### config.mk
export PLATFORM = sky130hd
export DESIGN_NAME = odsl_host_flat
export DESIGN_NICKNAME = d
export VERILOG_FILES = /design/src/verilog/odsl_pkg.sv /design/src/verilog/odsl_link_if.sv /design/src/verilog/odsl_host.sv /design/src/flat_wrapper.sv
export SDC_FILE = /design/constraint.sdc
export NUM_CORES = 1
export LEC_CHECK = 0
export BUFFER_PORTS_ARGS = -buffer_cell sky130_fd_sc_hd__buf_4
export CAP_MARGIN = 20
export CORE_AREA = 10 10 114 116
export DETAILED_ROUTE_END_ITERATION = 12
export DIE_AREA = 0 0 124 126
export PLACE_DENSITY_LB_ADDON = 0.2
export SLEW_MARGIN = 20
export SYNTH_ARGS = -nofsm -noshare
export SYNTH_HDL_FRONTEND = slang
export SYNTH_SLANG_ARGS = --single-unit
export TNS_END_PERCENT = 20
### constraint.sdc
create_clock -name core_clk_i -period 2.3 [get_ports core_clk_i]
set_clock_uncertainty 0.05 [all_clocks]
set_input_delay 0.115 -clock core_clk_i [delete_from_list [all_inputs] [get_ports core_clk_i]]
set_output_delay 0.115 -clock core_clk_i [all_outputs]
set_load 0.02 [all_outputs]
### src/verilog/odsl_pkg.sv
/*
 constants and types shared by both ends of the octal dac serial load link.
 assumes nothing of its surroundings; compiled before every other file.
*/
`default_nettype none

package odsl_pkg;

	////////////////////////////////////////////////////////////////////
	// frame layout
	localparam int ODSL_ADDR_W = 4;
	localparam int ODSL_CODE_W = 8;
	localparam int ODSL_FRAME_W = ODSL_ADDR_W + ODSL_CODE_W;
	localparam int ODSL_NUM_CH = 8;
	localparam int ODSL_ADDR_MSB = ODSL_FRAME_W - 1;
	localparam int ODSL_ADDR_LSB = ODSL_CODE_W;
	localparam int ODSL_CODE_MSB = ODSL_CODE_W - 1;

	////////////////////////////////////////////////////////////////////
	// address map and values after preset
	localparam logic [ODSL_ADDR_W-1:0] ODSL_ADDR_NOP = 4'h0;
	localparam logic [ODSL_ADDR_W-1:0] ODSL_ADDR_FIRST = 4'h1;
	localparam logic [ODSL_ADDR_W-1:0] ODSL_ADDR_LAST = 4'h8;
	localparam logic [ODSL_CODE_W-1:0] ODSL_MIDSCALE = 8'h80;
	localparam logic [ODSL_FRAME_W-1:0] ODSL_STAGE_RST = 12'h000;

	////////////////////////////////////////////////////////////////////
	// host timing, in core clock cycles
	localparam int ODSL_TMR_W = 8;
	localparam int ODSL_SCLK_HALF_CYC = 4;
	localparam int ODSL_SETTLE_CYC = 2;
	localparam int ODSL_LOAD_CYC = 4;
	localparam int ODSL_GAP_CYC = 2;
	localparam logic [3:0] ODSL_LAST_BIT = 4'hb;

	////////////////////////////////////////////////////////////////////
	// host sequencer states
	typedef enum logic [2:0] {
		ODSL_H_IDLE,
		ODSL_H_PRESET,
		ODSL_H_LOW,
		ODSL_H_HIGH,
		ODSL_H_SETTLE,
		ODSL_H_LOAD,
		ODSL_H_GAP
	} odsl_hstate_t;

endpackage

`default_nettype wire

### src/verilog/odsl_link_if.sv
/*
 the four-wire serial load link plus readback line.
 assumes the host drives clock, data, load and preset, the device drives
 the readback line; all wires are point to point.
*/
`timescale 1ns/10ps
`default_nettype none

interface odsl_link_if;
	logic sclk;
	logic serial_in;
	logic serial_out;
	logic load_strobe;
	logic midscale_force_n;

	modport host (
		output sclk,
		output serial_in,
		input serial_out,
		output load_strobe,
		output midscale_force_n
	);

	modport dev (
		input sclk,
		input serial_in,
		output serial_out,
		input load_strobe,
		input midscale_force_n
	);
endinterface

`default_nettype wire

### src/verilog/odsl_host.sv
/*
 host end of the octal dac serial load link: takes frames from the user,
 makes the link clock by dividing core_clk_i, shifts twelve bits msb
 first, pulses the load strobe after the last frame of a chain, drives
 preset, and collects the readback bits.
 assumes the device end samples on the rising link clock edge.
*/
`timescale 1ns/10ps
`default_nettype none

module odsl_host
	import odsl_pkg::*;
#(
	parameter int SCLK_HALF_CYC = ODSL_SCLK_HALF_CYC,
	parameter int SETTLE_CYC = ODSL_SETTLE_CYC,
	parameter int LOAD_CYC = ODSL_LOAD_CYC,
	parameter int GAP_CYC = ODSL_GAP_CYC
)(
	input wire logic core_clk_i,
	input wire logic rst_b_i,
	input wire logic req_valid_i,
	output logic req_ready_o,
	input wire logic [ODSL_ADDR_W-1:0] req_addr_i,
	input wire logic [ODSL_CODE_W-1:0] req_code_i,
	input wire logic req_last_i,
	input wire logic preset_i,
	output var logic rd_valid_o,
	output var logic [ODSL_FRAME_W-1:0] rd_frame_o,
	odsl_link_if.host link
);

	////////////////////////////////////////////////////////////////////
	// state and next values

	odsl_hstate_t state, next_state;
	logic [ODSL_TMR_W-1:0] tmr, next_tmr;
	logic [3:0] bit_cnt, next_bit_cnt;
	logic [ODSL_FRAME_W-1:0] shreg, next_shreg;
	logic [ODSL_FRAME_W-1:0] rd_sh, next_rd_sh;
	logic last, next_last;
	logic next_rd_valid;
	logic so_meta, so_sync;
	logic sclk, sdat, load, force_n;

	wire logic tmr_zero;
	wire logic take;
	assign tmr_zero = (tmr == '0);
	assign take = req_valid_i & req_ready_o;
	assign req_ready_o = (state == ODSL_H_IDLE) & ~preset_i;

	////////////////////////////////////////////////////////////////////
	// sequencer

	always_comb begin
		next_state = state;
		next_tmr = tmr_zero ? tmr : tmr - 8'h01;
		next_bit_cnt = bit_cnt;
		next_shreg = shreg;
		next_rd_sh = rd_sh;
		next_last = last;
		next_rd_valid = 1'b0;
		case (state)
			ODSL_H_IDLE: begin
				if (preset_i) begin
					next_state = ODSL_H_PRESET;
				end else if (take) begin
					// address first, then code, both msb first
					next_shreg = {req_addr_i, req_code_i};
					next_last = req_last_i;
					next_bit_cnt = 4'h0;
					next_tmr = 8'(SCLK_HALF_CYC - 1);
					next_state = ODSL_H_LOW;
				end
			end
			ODSL_H_PRESET: begin
				// leaving preset only to idle keeps the strobe low
				if (!preset_i) begin
					next_state = ODSL_H_IDLE;
				end
			end
			ODSL_H_LOW: begin
				if (tmr_zero) begin
					next_rd_sh = {rd_sh[ODSL_FRAME_W-2:0], so_sync};
					next_tmr = 8'(SCLK_HALF_CYC - 1);
					next_state = ODSL_H_HIGH;
				end
			end
			ODSL_H_HIGH: begin
				if (tmr_zero) begin
					next_shreg = {shreg[ODSL_FRAME_W-2:0], 1'b0};
					next_tmr = 8'(SCLK_HALF_CYC - 1);
					if (bit_cnt == ODSL_LAST_BIT) begin
						next_rd_valid = 1'b1;
						next_tmr = 8'(SETTLE_CYC - 1);
						next_state = last ? ODSL_H_SETTLE : ODSL_H_IDLE;
					end else begin
						next_bit_cnt = bit_cnt + 4'h1;
						next_state = ODSL_H_LOW;
					end
				end
			end
			ODSL_H_SETTLE: begin
				if (tmr_zero) begin
					next_tmr = 8'(LOAD_CYC - 1);
					next_state = ODSL_H_LOAD;
				end
			end
			ODSL_H_LOAD: begin
				// link clock held low for the whole strobe
				if (tmr_zero) begin
					next_tmr = 8'(GAP_CYC - 1);
					next_state = ODSL_H_GAP;
				end
			end
			ODSL_H_GAP: begin
				if (tmr_zero) begin
					next_state = ODSL_H_IDLE;
				end
			end
			default: begin
				next_state = ODSL_H_IDLE;
			end
		endcase
	end

	////////////////////////////////////////////////////////////////////
	// registers

	always_ff @(posedge core_clk_i or negedge rst_b_i) begin
		if (!rst_b_i) begin
			state <= ODSL_H_IDLE;
			tmr <= '0;
			bit_cnt <= 4'h0;
			shreg <= '0;
			rd_sh <= '0;
			last <= 1'b0;
			rd_valid_o <= 1'b0;
			rd_frame_o <= '0;
		end else begin
			state <= next_state;
			tmr <= next_tmr;
			bit_cnt <= next_bit_cnt;
			shreg <= next_shreg;
			rd_sh <= next_rd_sh;
			last <= next_last;
			rd_valid_o <= next_rd_valid;
			if (next_rd_valid) begin
				rd_frame_o <= rd_sh;
			end
		end
	end

	// link pins come straight from flops, glitch free
	always_ff @(posedge core_clk_i or negedge rst_b_i) begin
		if (!rst_b_i) begin
			sclk <= 1'b0;
			sdat <= 1'b0;
			load <= 1'b0;
			force_n <= 1'b1;
		end else begin
			sclk <= (next_state == ODSL_H_HIGH);
			sdat <= next_shreg[ODSL_FRAME_W-1];
			load <= (next_state == ODSL_H_LOAD);
			force_n <= (next_state != ODSL_H_PRESET);
		end
	end

	// readback pin is another domain: two flops before use
	always_ff @(posedge core_clk_i or negedge rst_b_i) begin
		if (!rst_b_i) begin
			so_meta <= 1'b0;
			so_sync <= 1'b0;
		end else begin
			so_meta <= link.serial_out;
			so_sync <= so_meta;
		end
	end

	assign link.sclk = sclk;
	assign link.serial_in = sdat;
	assign link.load_strobe = load;
	assign link.midscale_force_n = force_n;

endmodule // odsl_host

`default_nettype wire

### src/flat_wrapper.sv
// flat-port wrapper written by rule: the top's interface ports become plain ports
module odsl_host_flat import odsl_pkg::*;
#(
	parameter int SCLK_HALF_CYC = ODSL_SCLK_HALF_CYC,
	parameter int SETTLE_CYC = ODSL_SETTLE_CYC,
	parameter int LOAD_CYC = ODSL_LOAD_CYC,
	parameter int GAP_CYC = ODSL_GAP_CYC
)
  (core_clk_i, rst_b_i, req_valid_i, req_ready_o, req_addr_i, req_code_i, req_last_i, preset_i, rd_valid_o, rd_frame_o, link_sclk, link_serial_in, link_serial_out, link_load_strobe, link_midscale_force_n);
  odsl_link_if link_i ();
  input wire logic core_clk_i;
  input wire logic rst_b_i;
  input wire logic req_valid_i;
  output logic req_ready_o;
  input wire logic [ODSL_ADDR_W-1:0] req_addr_i;
  input wire logic [ODSL_CODE_W-1:0] req_code_i;
  input wire logic req_last_i;
  input wire logic preset_i;
  output var logic rd_valid_o;
  output var logic [ODSL_FRAME_W-1:0] rd_frame_o;
  output wire logic [$bits(link_i.sclk)-1:0] link_sclk;
  output wire logic [$bits(link_i.serial_in)-1:0] link_serial_in;
  input wire logic [$bits(link_i.serial_out)-1:0] link_serial_out;
  output wire logic [$bits(link_i.load_strobe)-1:0] link_load_strobe;
  output wire logic [$bits(link_i.midscale_force_n)-1:0] link_midscale_force_n;
  assign link_sclk = link_i.sclk;
  assign link_serial_in = link_i.serial_in;
  assign link_i.serial_out = link_serial_out;
  assign link_load_strobe = link_i.load_strobe;
  assign link_midscale_force_n = link_i.midscale_force_n;
  odsl_host #(.SCLK_HALF_CYC(SCLK_HALF_CYC), .SETTLE_CYC(SETTLE_CYC), .LOAD_CYC(LOAD_CYC), .GAP_CYC(GAP_CYC)) u_core (.core_clk_i(core_clk_i), .rst_b_i(rst_b_i), .req_valid_i(req_valid_i), .req_ready_o(req_ready_o), .req_addr_i(req_addr_i), .req_code_i(req_code_i), .req_last_i(req_last_i), .preset_i(preset_i), .rd_valid_o(rd_valid_o), .rd_frame_o(rd_frame_o), .link(link_i));
endmodule
==> results.md <==
* Peak VDD IR at 0.279 mV
* Flop-to-flop setup slack at 0.06 ns
* H-tree depth at 3
* Post-synthesis cell count at 215
* Post-Place Cell Area at 3110 µm²
* Met2 Usage GRT at 12.3%
* Design Power at 3.26 mW
* Setup ws final at 0.0559 ns
* # fillers at 1,094
* Slew HR at 49.5%
* Final cell count without fillers at 417
* Arr. time, crit path at around 2.4 ns
* Chip width at 124 µm
* Final setup vio count at 0
* RSZ-0062 raised after global routing: yes
* HP Class: input pin to flip-flop
* First-pass GRT wire length at 9670 µm
* Final max-slew violation count at 0
* Synth cell count leaders: dfrtp_1, o21ai_0, mux2_2
* Post-synth EDFFs at 0
* Final Hold Fails at 0
* Starting DRT DRC Count at 61
* Setup slack at placement at 0.0118 ns
* # Max-Cap Violations at 0
* Cell Pwr Density at 947 nW/µm²
* Via count at 1,813
* Die height at 126 µm
* Multi-input gate area at 1080 µm²
* Largest net degree at the start of global routing at 59
* CTS buffer count at 9
* Prevailing post-synth register cell: dfrtp_1
* Core area at 10,700 µm²
* Mapped Nets at 236
* Crit path launch type: flip-flop
* Static Leakage at 1.68 nW
* Area Overhead vs Synth at 31.2%
* Crit Path Category: flip-flop to flip-flop
* Tmin final at 2.24 ns
* Routability cong. at around 0.73
* CP Max Fanout at 13
* Async set or reset register ratio after synthesis at 100%
* Die Outline Area at 15,600 µm²
* Post-route cell area at 3440 µm²
* Top Usage Layer GRT: met2
* Final Cycle Share at 97.6%
* Worst Max-Slew Pin Slew at 0.758 ns
* Initial antenna violation count at 0
* Synth cell types at 42
* Global route overflow at 0
* Global routing usage on met1 at 9.49%
* Synth area leaders: dfrtp_1, mux2_2, mux2i_1
* Antenna fix cells at 0
* Post-synth top area cell: dfrtp_1
* Final nets at 293
* Worst Setup End Kind: flip-flop
* Clk buf depth at 2
* Root buffer cell: clkbuf_8
* Initial Util at 24.5%
* Seq cells post-synth at 58
* I/O Pins at 36
* Synth top area share at 54.4%
* Final ANT Viol Nets at 0
* Core Util, Final at 32.2%
* Total Routing Usage GR at 7.88%
* Worst skew pair latency at 0.34 ns
* Layout cells sized above 1 at between 30% and 40%
* Synth Warn # at 0
* FMAX at 446 MHz
* Met3 Use GR at 2.77%
* Placed cell count at between 300 and 400
* Top-count cell post-synth: dfrtp_1
* CTS tree: yes
* WL/cell at roughly 14 µm
* Via-per-instance ratio at 4.35
* Drt pass-1 iters at 4
* Clock transition at the registers of the reported paths at 0.08 ns
* Core Rows at 38
* Mean Syn Cell Area at 12.2 µm²
* Post-CTS Setup Bufs at 0
* Outcome: finished, final reports clean
* Sequential fraction of the synthesis area at between 50% and 60%
* Detailed-route DRC error count at 0
* WL final at around 6000 µm
* Sequential cell area at 1450 µm²
* Critical path required time at about 2.5 ns
* Buffers on Ports at 35
* Synth Cell Area at around 2600 µm²
* Hpwl dp at 3930 µm
* Vias in the first global route at ~1,900
* Clock sinks at 58
## logic make-up after synthesis
kind of cell | after synthesis | share of synthesized area [%]
AO/OA/AOI/OAI | 30 | 6.92
XOR/XNOR | 5 | 1.67
adder cells (fa/ha/maj) | 3 | 1.43
buffers and inverters | 19 | 3.82
flip-flops | 58 | 55.4
multiplexers | 38 | 16.9
AND/OR/NAND/NOR | 62 | 13.8
## worst paths after layout
path	start	end	cells past startpoint
worst max-delay path	u_core.tmr[1]$_DFF_PN0_	u_core.rd_frame_o[3]$_DFFE_PN0P_	7
worst max register to register	u_core.tmr[1]$_DFF_PN0_	u_core.rd_frame_o[3]$_DFFE_PN0P_	7
worst min-delay path	req_code_i[5]	u_core.shreg[5]$_DFFE_PN0P_	3
max in group asynchronous	rst_b_i	u_core.bit_cnt[1]$_DFFE_PN0P_	2
worst min register to register	u_core.so_meta$_DFF_PN0_	u_core.so_sync$_DFF_PN0_	0
min in group asynchronous	rst_b_i	u_core.link.load_strobe$_DFF_PN0_	2
## critical path, stage by stage (launching register included)
cell and delay (ns):
dfrtp_1 0.39, inv_1 0.06, ha_2 0.16, or3b_4 0.41, nor2_8 0.11, inv_4 0.04, or4_4 0.56, mux2_4 0.34
## flip-flops by register name, summed over array words and instances (netlist names)
name,count
u_core.bit_cnt,4
u_core.last,1
u_core.link.load_strobe,1
u_core.link.midscale_force_n,1
u_core.link.sclk,1
u_core.rd_frame_o,12
u_core.rd_sh,12
u_core.rd_valid_o,1
u_core.shreg,12
u_core.so_meta,1
u_core.so_sync,1
u_core.state,3
u_core.tmr,8
## cell usage in the layout (no fill, tap or decap), types with 3 or more instances in the layout
cell type / instances
or4_1: 3
dfrtp_1: 57
dlygate4sd3_1: 7
buf_4: 52
xnor2_1: 5
mux2_4: 9
mux2i_1: 14
mux2_2: 15
nor2_1: 11
nor3_1: 3
clkinv_4: 3
nor3b_1: 4
nor4_1: 5
nand3_1: 13
a21oi_1: 6
o21ai_0: 16
inv_1: 5
nand2_1: 9
clkbuf_8: 9
bufinv_16: 3
## power by group
part,leakage [nW],internal [mW],switching [mW]
Sequential,0.754,1.19,0.113
Clock,0.124,0.729,0.449
Combinational,0.801,0.386,0.393
## per-stage QoR
stage / hold WS, ns / TNS (ns)
after floorplan: -0.231 / -2.68
after global placement: 0.177 / 0
after global routing: 0.0170 / -0.0426
after detailed placement: 0.176 / 0
final: 0.0189 / 0
after CTS: 0.00606 / 0
## layer usage
metal / wire [µm] / part of all wire [%] / vias to the layer above
met5: 0 / 0 / -
met4: 116 / 2.0 / 0
met3: 340 / 5.8 / 9
met2: 2720 / 46 / 43
met1: 2680 / 46 / 877
li1: - / - / 884
## area by class of cell
| class | count | share of cell area [%] |
|---|---|---|
| Clock buffer | 9 | 3.60 |
| Clock inverter | 7 | 3.64 |
| Inverter | 6 | 0.728 |
| Multi-Input combinational cell | 138 | 31.3 |
| Sequential cell | 58 | 42.2 |
| Tap cell | 140 | 5.09 |
| Timing Repair Buffer | 59 | 13.4 |
## repair_timing
item | in CTS | in global routing
resized for setup | 2 | 0
hold buffers | 7 | 0
endpoints found under the setup margin | 10 | 10
pin swaps | 0 | 1
hold endpoints to repair | 63 | 0
No activity file was read; power rests on OpenSTA's default activity.
